--- src/include/msc_pkg.sv ---
// msc_pkg: register indices, bit positions, reset values and sequencer types
// for the monitor channel-disable and status register bank.
// assumes: one 100 MHz clock; registers reached through a byte-wide command port.
package msc_pkg;

  localparam int unsigned NUM_CH = 7;

  // command codes of the three registers
  localparam logic [7:0] CMD_RD_TEMP_STATUS = 8'h02;
  localparam logic [7:0] CMD_RD_OTV_STATUS  = 8'h32;
  localparam logic [7:0] CMD_RD_CFG2        = 8'h33;
  localparam logic [7:0] CMD_WR_CFG2        = 8'h34;

  localparam logic [7:0] CFG2_RESET     = 8'h00;
  localparam logic [7:0] STATUS_RESET   = 8'h00;
  localparam logic [7:0] CFG2_WRITE_MSK = 8'hFE;
  localparam logic [7:0] BYTE_ZERO      = 8'h00;

  // channel index, also the sequence order
  localparam logic [2:0] CH_REM1  = 3'h0;
  localparam logic [2:0] CH_REM2  = 3'h1;
  localparam logic [2:0] CH_LOCAL = 3'h2;
  localparam logic [2:0] CH_VOLTAGE_INPUT_THREE  = 3'h3;
  localparam logic [2:0] CH_VOLTAGE_INPUT_TWO  = 3'h4;
  localparam logic [2:0] CH_VOLTAGE_INPUT_ONE  = 3'h5;
  localparam logic [2:0] CH_SUPPLY = 3'h6;
  localparam logic [2:0] CH_LAST  = 3'h6;

  // channel disable bits
  localparam int unsigned CFG_REM1_BIT   = 7;
  localparam int unsigned CFG_REM2_BIT   = 6;
  localparam int unsigned CFG_LOCAL_BIT  = 5;
  localparam int unsigned CFG_VOLTAGE_INPUT_THREE_BIT   = 4;
  localparam int unsigned CFG_VOLTAGE_INPUT_TWO_BIT   = 3;
  localparam int unsigned CFG_VOLTAGE_INPUT_ONE_BIT   = 2;
  localparam int unsigned CFG_SUPPLY_BIT = 1;

  // temperature status bits
  localparam int unsigned ST1_BUSY_BIT   = 7;
  localparam int unsigned ST1_LOCAL_HIGH_FLAG_BIT  = 6;
  localparam int unsigned ST1_LOCAL_LOW_FLAG_BIT   = 5;
  localparam int unsigned ST1_R1HIGH_BIT = 4;
  localparam int unsigned ST1_R1LOW_BIT  = 3;
  localparam int unsigned ST1_R1FLT_BIT  = 2;
  localparam int unsigned ST1_REMOTE_TWO_HIGH_FLAG_BIT = 1;
  localparam int unsigned ST1_REMOTE_TWO_LOW_FLAG_BIT  = 0;

  // over-temperature / voltage status bits
  localparam int unsigned ST2_LOT_BIT  = 7;
  localparam int unsigned ST2_R1OT_BIT = 6;
  localparam int unsigned ST2_R2OT_BIT = 5;
  localparam int unsigned ST2_R2FLT_BIT = 4;
  localparam int unsigned ST2_V3_BIT   = 3;
  localparam int unsigned ST2_V2_BIT   = 2;
  localparam int unsigned ST2_V1_BIT   = 1;
  localparam int unsigned ST2_VCC_BIT  = 0;

  // conversion and idle times
  localparam int unsigned CONV_TIME_NS = 1000;
  localparam int unsigned IDLE_TIME_NS = 2000;
  localparam int unsigned CLK_PERIOD_NS = 10;
  localparam int unsigned CONV_CYCLES = (CONV_TIME_NS + CLK_PERIOD_NS - 1) / CLK_PERIOD_NS;
  localparam int unsigned IDLE_CYCLES = (IDLE_TIME_NS + CLK_PERIOD_NS - 1) / CLK_PERIOD_NS;
  localparam int unsigned TMR_W = 16;

  typedef enum logic [1:0] {
    MSC_IDLE  = 2'b00,
    MSC_PICK  = 2'b01,
    MSC_CONV  = 2'b10
  } msc_seq_state_t;

endpackage

--- src/msc_regbank.sv ---
// msc_regbank: channel-disable configuration and two status registers of a
// temperature/voltage monitor, plus the channel sequencer that they steer.
// assumes: a serial protocol engine presents byte commands on CMD_*; a read
// is latched at CMD_RD_STB and its side effect applied at CMD_RD_DONE. The
// converter reports per-channel results as one-cycle strobes on CLOCK; diode
// fault and over-temperature compare levels arrive from analog and are synced.
`timescale 1ns/1ps

module msc_regbank
  import msc_pkg::*;
#(
  parameter int unsigned CONV_CYC = CONV_CYCLES,
  parameter int unsigned IDLE_CYC = IDLE_CYCLES
) (
  input  wire logic                CLOCK,
  input  wire logic                RST_N,
  input  wire logic                CE,
  input  wire logic                CMD_WR_STB,
  input  wire logic                CMD_RD_STB,
  input  wire logic                CMD_RD_DONE,
  input  wire logic [7:0]          CMD_CODE,
  input  wire logic [7:0]          CMD_WDATA,
  output logic      [7:0]          CMD_RDATA,
  output logic                     CMD_RVALID,
  input  wire logic                STANDBY,
  input  wire logic                MASK_REMOTE_ONE,
  input  wire logic                MASK_REMOTE_TWO,
  output logic                     CONV_START,
  output logic      [2:0]          CONV_CHANNEL,
  input  wire logic                CONV_DONE,
  input  wire logic                RESULT_HIGH,
  input  wire logic                RESULT_LOW,
  input  wire logic [2:0]          DIODE_FAULT_ASYNC,
  input  wire logic [2:0]          OVERTEMP_ASYNC,
  output logic                     ALERT_EVENT,
  output logic      [2:0]          OVERTEMP_SHUTDOWN_OUTPUT
);

  typedef struct packed {
    msc_seq_state_t     st;
    logic [TMR_W-1:0]   tmr;
    logic [2:0]         ch;
    logic [7:0]         cfg;
    logic [7:0]         rdata;
    logic               rvalid;
    logic               clr1;
    logic               clr2;
    logic               fault1;
    logic               fault2;
    logic [2:0]         ot;
    logic               alert;
    logic               start;
  } msc_regbank_t;

  msc_regbank_t s_q;
  msc_regbank_t s_d;

  logic [2:0]  fault_sync;
  logic [2:0]  ot_sync;
  logic [9:0]  evt_set;
  logic [9:0]  evt_flag;
  logic [9:0]  evt_clr;
  logic [7:0]  st1_val;
  logic [7:0]  st2_val;
  logic [NUM_CH-1:0] ch_off;
  logic [2:0]  next_ch;
  logic        any_on;
  logic        busy;
  logic        conv_ok;

  msc_sync #(
    .W (3)
  ) u_fault_sync (
    .clk   (CLOCK),
    .rst_n (RST_N),
    .ce    (CE),
    .din   (DIODE_FAULT_ASYNC),
    .dout  (fault_sync)
  );

  msc_sync #(
    .W (3)
  ) u_ot_sync (
    .clk   (CLOCK),
    .rst_n (RST_N),
    .ce    (CE),
    .din   (OVERTEMP_ASYNC),
    .dout  (ot_sync)
  );

  // channel order: rem1, rem2, local, voltage_input_three, voltage_input_two, voltage_input_one, supply
  always_comb begin
    ch_off[CH_REM1]   = s_q.cfg[CFG_REM1_BIT];
    ch_off[CH_REM2]   = s_q.cfg[CFG_REM2_BIT];
    ch_off[CH_LOCAL]  = s_q.cfg[CFG_LOCAL_BIT];
    ch_off[CH_VOLTAGE_INPUT_THREE]   = s_q.cfg[CFG_VOLTAGE_INPUT_THREE_BIT];
    ch_off[CH_VOLTAGE_INPUT_TWO]   = s_q.cfg[CFG_VOLTAGE_INPUT_TWO_BIT];
    ch_off[CH_VOLTAGE_INPUT_ONE]   = s_q.cfg[CFG_VOLTAGE_INPUT_ONE_BIT];
    ch_off[CH_SUPPLY] = s_q.cfg[CFG_SUPPLY_BIT];
  end

  // next enabled channel after the current one, wrapping
  always_comb begin
    logic [2:0] c;
    c      = s_q.ch;
    next_ch = s_q.ch;
    any_on = 1'b0;
    for (int i = 0; i < NUM_CH; i++) begin
      c = (c == CH_LAST) ? CH_REM1 : 3'(c + 3'h1);
      if (!any_on && !ch_off[c]) begin
        next_ch = c;
        any_on  = 1'b1;
      end
    end
  end

  assign busy = (s_q.st == MSC_CONV);
  // a result from a channel disabled mid-conversion is dropped
  assign conv_ok = busy && CONV_DONE && !ch_off[s_q.ch];

  // latched event sources: 0..5 temperature limits, 6..9 voltage windows
  always_comb begin
    evt_set = '0;
    if (conv_ok) begin
      unique case (s_q.ch)
        CH_LOCAL: begin
          evt_set[0] = RESULT_HIGH;
          evt_set[1] = RESULT_LOW;
        end
        CH_REM1: begin
          evt_set[2] = RESULT_HIGH;
          evt_set[3] = RESULT_LOW;
        end
        CH_REM2: begin
          evt_set[4] = RESULT_HIGH;
          evt_set[5] = RESULT_LOW;
        end
        CH_VOLTAGE_INPUT_THREE:   evt_set[6] = RESULT_HIGH | RESULT_LOW;
        CH_VOLTAGE_INPUT_TWO:   evt_set[7] = RESULT_HIGH | RESULT_LOW;
        CH_VOLTAGE_INPUT_ONE:   evt_set[8] = RESULT_HIGH | RESULT_LOW;
        CH_SUPPLY: evt_set[9] = RESULT_HIGH | RESULT_LOW;
        default: evt_set = '0;
      endcase
    end
  end

  // clear only what the finished read reported, so later trips survive
  always_comb begin
    evt_clr[0] = s_q.clr1 & s_q.rdata[ST1_LOCAL_HIGH_FLAG_BIT];
    evt_clr[1] = s_q.clr1 & s_q.rdata[ST1_LOCAL_LOW_FLAG_BIT];
    evt_clr[2] = s_q.clr1 & s_q.rdata[ST1_R1HIGH_BIT];
    evt_clr[3] = s_q.clr1 & s_q.rdata[ST1_R1LOW_BIT];
    evt_clr[4] = s_q.clr1 & s_q.rdata[ST1_REMOTE_TWO_HIGH_FLAG_BIT];
    evt_clr[5] = s_q.clr1 & s_q.rdata[ST1_REMOTE_TWO_LOW_FLAG_BIT];
    evt_clr[6] = s_q.clr2 & s_q.rdata[ST2_V3_BIT];
    evt_clr[7] = s_q.clr2 & s_q.rdata[ST2_V2_BIT];
    evt_clr[8] = s_q.clr2 & s_q.rdata[ST2_V1_BIT];
    evt_clr[9] = s_q.clr2 & s_q.rdata[ST2_VCC_BIT];
  end

  for (genvar g = 0; g < 10; g++) begin : g_flag
    msc_sticky u_flag (
      .clk   (CLOCK),
      .rst_n (RST_N),
      .ce    (CE),
      .set   (evt_set[g]),
      .clr   (evt_clr[g]),
      .flag  (evt_flag[g])
    );
  end

  always_comb begin
    st1_val                 = STATUS_RESET;
    st1_val[ST1_BUSY_BIT]   = busy;
    st1_val[ST1_LOCAL_HIGH_FLAG_BIT]  = evt_flag[0];
    st1_val[ST1_LOCAL_LOW_FLAG_BIT]   = evt_flag[1];
    st1_val[ST1_R1HIGH_BIT] = evt_flag[2];
    st1_val[ST1_R1LOW_BIT]  = evt_flag[3];
    st1_val[ST1_R1FLT_BIT]  = s_q.fault1;
    st1_val[ST1_REMOTE_TWO_HIGH_FLAG_BIT] = evt_flag[4];
    st1_val[ST1_REMOTE_TWO_LOW_FLAG_BIT]  = evt_flag[5];
    st2_val                 = STATUS_RESET;
    st2_val[ST2_LOT_BIT]    = s_q.ot[0];
    st2_val[ST2_R1OT_BIT]   = s_q.ot[1];
    st2_val[ST2_R2OT_BIT]   = s_q.ot[2];
    st2_val[ST2_R2FLT_BIT]  = s_q.fault2;
    st2_val[ST2_V3_BIT]     = evt_flag[6];
    st2_val[ST2_V2_BIT]     = evt_flag[7];
    st2_val[ST2_V1_BIT]     = evt_flag[8];
    st2_val[ST2_VCC_BIT]    = evt_flag[9];
  end

  always_comb begin
    s_d        = s_q;
    s_d.start  = 1'b0;
    s_d.rvalid = 1'b0;
    s_d.clr1   = 1'b0;
    s_d.clr2   = 1'b0;
    s_d.alert  = 1'b0;

    // register write; reserved bit stays zero
    if (CMD_WR_STB && CMD_CODE == CMD_WR_CFG2) begin
      s_d.cfg = CMD_WDATA & CFG2_WRITE_MSK;
    end

    // snapshot at the read, clear once the transfer completes
    if (CMD_RD_STB) begin
      s_d.rvalid = 1'b1;
      unique case (CMD_CODE)
        CMD_RD_TEMP_STATUS: s_d.rdata = st1_val;
        CMD_RD_OTV_STATUS:  s_d.rdata = st2_val;
        CMD_RD_CFG2:        s_d.rdata = s_q.cfg;
        default:            s_d.rdata = BYTE_ZERO;
      endcase
    end
    if (CMD_RD_DONE && CMD_CODE == CMD_RD_TEMP_STATUS) begin
      s_d.clr1 = 1'b1;
    end
    if (CMD_RD_DONE && CMD_CODE == CMD_RD_OTV_STATUS) begin
      s_d.clr2 = 1'b1;
    end

    // fault and over-temperature levels only for enabled remote/local channels
    s_d.fault1 = fault_sync[0] & ~ch_off[CH_REM1];
    s_d.fault2 = fault_sync[1] & ~ch_off[CH_REM2];
    s_d.ot[0]  = ot_sync[0] & ~ch_off[CH_LOCAL];
    s_d.ot[1]  = ot_sync[1] & ~ch_off[CH_REM1];
    s_d.ot[2]  = ot_sync[2] & ~ch_off[CH_REM2];

    // alert events: remote masks suppress their diode's trips
    s_d.alert = |evt_set[5:0] & ~((evt_set[2] | evt_set[3]) & MASK_REMOTE_ONE
                                  & ~|evt_set[1:0] & ~|evt_set[5:4])
              & ~((evt_set[4] | evt_set[5]) & MASK_REMOTE_TWO
                  & ~|evt_set[3:0]);
    s_d.alert = s_d.alert | (|evt_set[9:6]);

    unique case (s_q.st)
      MSC_IDLE: begin
        if (s_q.tmr != '0) begin
          s_d.tmr = TMR_W'(s_q.tmr - 1'b1);
        end else if (!STANDBY) begin
          s_d.st = MSC_PICK;
        end
      end
      MSC_PICK: begin
        if (any_on) begin
          s_d.ch    = next_ch;
          s_d.st    = MSC_CONV;
          s_d.start = 1'b1;
          s_d.tmr   = TMR_W'(CONV_CYC);
        end else begin
          s_d.st  = MSC_IDLE;
          s_d.tmr = TMR_W'(IDLE_CYC);
        end
      end
      MSC_CONV: begin
        if (s_q.tmr != '0) begin
          s_d.tmr = TMR_W'(s_q.tmr - 1'b1);
        end
        if (CONV_DONE || s_q.tmr == '0 || STANDBY) begin
          s_d.st  = MSC_IDLE;
          s_d.tmr = (next_ch <= s_q.ch) ? TMR_W'(IDLE_CYC) : '0;
        end
      end
      default: s_d.st = MSC_IDLE;
    endcase
  end

  always_ff @(posedge CLOCK or negedge RST_N) begin
    if (!RST_N) begin
      s_q     <= '0;
      s_q.ch  <= CH_LAST;  // first pick wraps to remote one
      s_q.st  <= MSC_PICK;
      s_q.cfg <= CFG2_RESET;
    end else if (CE) begin
      s_q <= s_d;
    end
  end

  assign CMD_RDATA    = s_q.rdata;
  assign CMD_RVALID   = s_q.rvalid;
  assign CONV_START   = s_q.start;
  assign CONV_CHANNEL = s_q.ch;
  assign ALERT_EVENT  = s_q.alert;
  // remote masks also hold off the shutdown output
  assign OVERTEMP_SHUTDOWN_OUTPUT = s_q.ot & {~MASK_REMOTE_TWO, ~MASK_REMOTE_ONE, 1'b1};

endmodule

--- src/msc_sticky.sv ---
// msc_sticky: one latched event flag, cleared by a read-completion pulse.
// assumes: set and clear are single-clock-domain strobes.
`timescale 1ns/1ps
module msc_sticky
  import msc_pkg::*;
(
  input  wire logic clk,
  input  wire logic rst_n,
  input  wire logic ce,
  input  wire logic set,
  input  wire logic clr,
  output logic      flag
);

  typedef struct packed {
    logic flag;
  } msc_sticky_t;

  msc_sticky_t s_q;
  msc_sticky_t s_d;

  always_comb begin
    s_d = s_q;
    // a set in the clearing cycle survives
    if (set) begin
      s_d.flag = 1'b1;
    end else if (clr) begin
      s_d.flag = 1'b0;
    end
  end

  always_ff @(posedge clk or negedge rst_n) begin
    if (!rst_n) begin
      s_q <= '0;
    end else if (ce) begin
      s_q <= s_d;
    end
  end

  assign flag = s_q.flag;

endmodule

--- src/msc_sync.sv ---
// msc_sync: three-stage synchroniser for an asynchronous level; the output
// moves only when the second and third stages agree.
// assumes: input may change at any time relative to clk.
`timescale 1ns/1ps
module msc_sync
  import msc_pkg::*;
#(
  parameter int unsigned W = 1
) (
  input  wire logic         clk,
  input  wire logic         rst_n,
  input  wire logic         ce,
  input  wire logic [W-1:0] din,
  output logic      [W-1:0] dout
);

  typedef struct packed {
    logic [W-1:0] s1;
    logic [W-1:0] s2;
    logic [W-1:0] s3;
    logic [W-1:0] out;
  } msc_sync_t;

  msc_sync_t s_q;
  msc_sync_t s_d;

  always_comb begin
    s_d     = s_q;
    s_d.s1  = din;
    s_d.s2  = s_q.s1;
    s_d.s3  = s_q.s2;
    for (int i = 0; i < W; i++) begin
      if (s_q.s2[i] == s_q.s3[i]) begin
        s_d.out[i] = s_q.s3[i];
      end
    end
  end

  always_ff @(posedge clk or negedge rst_n) begin
    if (!rst_n) begin
      s_q <= '0;
    end else if (ce) begin
      s_q <= s_d;
    end
  end

  assign dout = s_q.out;

endmodule

--- config.mk ---
export PLATFORM = sky130hd
export DESIGN_NAME = msc_regbank
export DESIGN_NICKNAME = d
export VERILOG_FILES = /design/src/include/msc_pkg.sv /design/src/msc_regbank.sv /design/src/msc_sticky.sv /design/src/msc_sync.sv
export SDC_FILE = /design/constraint.sdc
export NUM_CORES = 1
export LEC_CHECK = 0
export BUFFER_PORTS_ARGS = -buffer_cell sky130_fd_sc_hd__buf_2
export CAP_MARGIN = 15
export CELL_PAD_IN_SITES_DETAIL_PLACEMENT = 1
export CELL_PAD_IN_SITES_GLOBAL_PLACEMENT = 2
export CORE_ASPECT_RATIO = 1.1
export CORE_MARGIN = 2
export CORE_UTILIZATION = 38
export DETAILED_ROUTE_END_ITERATION = 8
export PLACE_DENSITY_LB_ADDON = 0.05
export SETUP_SLACK_MARGIN = 0.05
export SYNTH_ARGS = -nofsm -noshare
export SYNTH_HDL_FRONTEND = slang
export SYNTH_SLANG_ARGS = --single-unit
--- constraint.sdc ---
create_clock -name CLOCK -period 11.69 [get_ports CLOCK]
set_input_delay 0.5845 -clock CLOCK [delete_from_list [all_inputs] [get_ports CLOCK]]
set_output_delay 0.5845 -clock CLOCK [all_outputs]
set_load 0.05 [all_outputs]
# == After elaboration in Yosys (flattened, before gate mapping) ==
# Index checks and enable logic that the tools add are counted.
# op_classes
mux,79
n_lt_le_gt_ge,9
n_reduce_logical,68
n_eq_ne,26
add_sub_neg,8
n_bitwise,34
# ops
operator,n
$pmux W16 S3,1
$mux W1,44
$mux W3,14
$mux W18,2
$reduce_and A2 Y1,18
$lt A3 B4 Y1 const B,8
$eq A3 B3 Y1 const B,9
$bmux W1 S3,8
$eq A8 B6 Y1 const B,3
$pmux W8 S3,1
$and A1 B1 Y1,22
$add A3 B1 Y3 const B,7
$reduce_bool A2 Y1,10
$logic_not A16 Y1,1
$mux W16,1
$reduce_bool A16 Y1,1
$sub A16 B1 Y16 const B,1
$logic_not A1 Y1,15
$logic_and A1 B1 Y1,11
$mux W10,1
$mux W2,5
$eq A8 B2 Y1 const B,1
$mux W8,1
$reduce_or A4 Y1,2
other kinds (20),37
# totals
reg_bits,76
inputBits,34
elab_cells,258
output_inout_bits,17

# == Longest topological paths before layout ==
# logic_depth
depth_word,28
ltp_mapped,27
depth_no_buf,22

# == Cells and area by module ==
# Synthesis repeated with hierarchy kept, for this count alone.
# unflattened
cells_unflattened,668
area_unflattened_um2,5878.1
# modules_own_cells
mod,area_per_inst_um2,instances,cells_each
msc_regbank,4431.8,1,560
msc_sync,535.5,2,39
msc_sticky,37.5,10,3

# == Least setup slack after synthesis ==
# No wires, ideal clock.
# synth_timing
path_type,register -> register
start,reg s_q (netlist bit CONV_CHANNEL[2])
end,reg s_q[32] (netlist bit)
synth_period_minus_slack_ps,4572
arrival_time_ps,4426
stages_incl_launch_ff,23
setup_slack_ps,7118
n_path_buf,4
setup_ps,146
cell_sequence,dfstp_2 buf_4 buf_4 buf_2 inv_1 ha_1 inv_1 clkbuf_1 a21oi_1 o32a_1 nor4_2 nand4b_2 a211oi_1 o21ai_1 o31a_1 ha_1 a21oi_1 a31oi_1 nand2_1 a21boi_0 a21oi_1 o21ai_0 o311ai_0
# synth_between
elab_chain_len,28
# synth_rtl
element,line,text
"start, declared",msc_regbank.sv:55,msc_regbank_t s_q;
branches (longest 23 deep; another with $add A3 B1 Y3),n/a,
$mux W3 *,msc_regbank.sv:110,if (!any_on && !ch_off[c]) begin
via next_ch[2],msc_regbank.sv:66,logic [2:0] next_ch;
$le A3 B3 Y1 *,msc_regbank.sv:262,s_d.tmr = (next_ch <= s_q.ch) ? TMR_W'(IDLE_CYC) : '0;
$mux W8 *,msc_regbank.sv:262,
$mux W18 *,msc_regbank.sv:260,if (CONV_DONE || s_q.tmr == '0 || STANDBY) begin
$pmux W16 S3 *,msc_regbank.sv:237,unique case (s_q.st)
# Mark *: on every way through the listed nets, which the timed path passes. The select of a mux whose other input is x is not followed.
# A chain may end at the register's enable or synchronous reset.

# == Final worst setup path ==
# layout_timing
start,reg s_q (netlist bit CONV_CHANNEL[2])
end,reg s_q[32] (netlist bit)
# layout_between
elab_chain_len,28
# layout_rtl
element,line
branches (longest 27 deep; another with $add A3 B1 Y3),n/a
$pmux W16 S3 *,msc_regbank.sv:237
# Mark *: on every way between the ends. The select of a mux whose other input is x is not followed.

==> results.cfg <==
[synth]
synthArstFlopShare_pct = 100
synth-edff-count = 0
syn-cell-area_sq_um = 5430
synth_seq_cells = 76
synth.most_common_cell = dfrtp_1
synth.area.top_cells = dfrtp_1 (34%), mux2_2 (5.4%), a21oi_1 (4.9%)
seq_area_frac_synth_pct = 35.1
synth_warnings = 0
synth_top_cells_by_count = dfrtp_1 (73), nand2_1 (58), a21oi_1 (53), nor2_1 (53), o21ai_0 (40)
syn_area_per_cell_sq_um = 8.49
ys.flop_type = dfrtp_1
synth_top_area_share_pct = 33.7
yosysTopAreaCell = dfrtp_1
synth_cell_types = 78
syn-num-nets = 683
synth_cells = 639

[routing]
antenna_left = 0
viasPerCell = 5.82
wl_per_cell_microns = 19.4
drt_iter0_markers = 262
vias = 4869
drc = 0
dr.pass1.iters = 5
totalWireLength_microns = 16200

[run]
max-cap-violations = 0

[critical_path]
reg2reg_from = CONV_CHANNEL[2]
crit_type = register to register
cp_num_buf_inv = 5
crit_slowest_cell = nor2_1
rrSetupSlack_ns = 5.77
critPathTopFamily = compound AO/OA/AOI/OAI gates
cp-end-kind = register
cpMostUsedCell = a21oi_1
reg2reg_depth = 23
cp-start-kind = register
cp.required_ns = 11.89
crit_fanout = 52
r2r_end = s_q[32]
slowest_delay_ns = 0.62
worstPathCellList = buf_4 -> inv_1 -> ha_1 -> buf_4 -> inv_1 -> a21oi_1 -> o32a_1 -> nor2_1 -> nor4b_1 -> a21oi_1 -> o211ai_1 -> and4b_1 -> nor2_1 -> ha_1 -> inv_1 -> a21o_1 -> a21oi_1 -> a31oi_1 -> nand2_1 -> a21boi_0 -> a21oi_1 -> o21ai_0 -> o311ai_0
worstPathArrival_ns = 6.13

[global_routing]
grt_overflow = 0
antenna_found_initial = 0
grt_pass1_wl_microns = 26800
first_global_vias = 4924
gr-usage-all-layers_pct = 22.3
grt_max_degree = 77

[sta]
slew_headroom_pct = 29.4
skew_ns = 0.0113
worstMarginPinSlew_ns = 1.06
hold_viol = 0
fmax_mhz = 169
grt_setup_unrepaired = no
setup_viol = 0
min_period_over_period_pct = 50.7
period_minus_slack_ns = 5.92
drv_slew = 0
fin_setup_tns_ns = 0

[cts]
cts_hold_buf = 0
cts-root-buf = clkbuf_16
clock-sinks = 76
cts_setup_buffers = 0
clkLatencyLatePin_ns = 0.35
clockBufferDepth = 2
clkSlewWorstSetupHoldPaths_ns = 0.07
numCtsBuffers = 9
tritoncts = done
h-tree-depth = 3
ctsResizeCount = 0

[finish]
multiInputGateArea_sq_um = 3110
antenna_cells = 0
register_area_sq_um = 1910
synthToLayoutAreaGrowth_pct = 8.63
drive_gt1_share_pct = 17.9
fill_cells = 1694
stdcell_area_sq_um = 5890
fin_nets = 687

[die]
core_sq_um = 13900
io-pin-count = 51
start_util_pct = 39.0
die_w_microns = 118
die-area_sq_um = 15300
die_y_microns = 129
rows = 45

[outcome]
outcome = finished, final reports clean

[hold_path]
worstHoldPathType = input port to asynchronous set/reset pin

[power_and_ir_drop]
p_leak_nw = 2.51
powerDensity_nw_per_um2 = 289
ir_drop_uv = 99.6

[placement]
gp_congestion = 0.831
dpl-instance-area_sq_um = 5610
io_buffers = 48
post-dp-hpwl_microns = 11100
[state kept, by name, indices dropped and copies added (netlist names)]
register	count
u_ot_sync.dout	3
u_ot_sync.s_d	6
s_q	25
u_fault_sync.s_d	4
u_fault_sync.dout	2
CONV_CHANNEL	3
u_fault_sync.s_q	2
u_ot_sync.s_q	3
ch_off	7
g_flag.u_flag.flag	10
CONV_START	1
ALERT_EVENT	1
CMD_RVALID	1
CMD_RDATA	8
[power by group]
part	switching (mW)	internal (mW)	total [mW]
clock network	0.114	0.151	0.265
registers	0.0484	0.328	0.376
logic	0.686	0.374	1.06
[stage by stage]
| stage | total power, mW | setup slack (ns) | hold slack (ns) | utilization [%] | cells |
|---|---|---|---|---|---|
| after floorplan | 1.21 | 7.12 | 0.289 | - | 639 |
| after global placement | 1.41 | 5.90 | 0.465 | 40.4 | 820 |
| after CTS | 1.71 | 5.79 | 0.429 | 42.4 | 836 |
| after global routing | 1.85 | 5.28 | 0.446 | 42.4 | 836 |
| final | 1.70 | 5.77 | 0.377 | 42.4 | 836 |
| after detailed placement | 1.43 | 5.81 | 0.480 | 40.4 | 820 |
[how the worst max path moves through the flow]
stage,start,cells after the start,to,slack (ns)
6_report,CONV_CHANNEL[2],23,s_q[32],5.77
3_5_place_dp,CONV_CHANNEL[2],23,s_q[32],5.81
3_3_place_gp,CONV_CHANNEL[2],23,s_q[32],5.90
2_1_floorplan,CONV_CHANNEL[2],22,s_q[32],7.12
5_1_grt,CONV_CHANNEL[2],23,s_q[32],5.28
4_1_cts,CONV_CHANNEL[2],23,s_q[32],5.79
[layout by cell type, fill, tap and decap left out, types with 8 or more instances in the layout]
cell type	count
nor3_1	12
inv_1	22
mux2_2	26
o21ai_0	40
a21oi_1	53
nand2b_1	18
a211oi_1	8
nor2b_1	18
ha_1	10
dfrtp_1	73
nand3_1	15
clkbuf_16	9
mux2i_1	9
buf_2	47
nor2_1	53
and2_1	8
nand2_1	58
[cell type report]
cell class                 instances  area share [%]
multi-input combinational        481            52.8
sequential                        76            32.3
timing repair buffer              53            4.76
clock buffer                      12            4.18
tap                              188            3.99
inverter                          22            1.40
clock inverter                     4           0.552
[kinds of logic after synthesis]
| logic type | share of synthesized area (%) |
|---|---|
| simple gates | 22.5 |
| mux | 7.06 |
| buf+inv | 7.54 |
| fa+ha+maj | 2.31 |
| compound gates | 24.0 |
| xor+xnor | 1.45 |
| flops | 35.1 |
[layer usage]
metal	wire length (microns)	vias to the layer above	GRT usage, %
met1	7470	2446	29.2
met5	0	-	0
met4	216	0	7.44
met2	7920	99	37.2
met3	621	12	4.23
li1	-	2312	-
No activity file was read; power rests on OpenSTA's default activity.
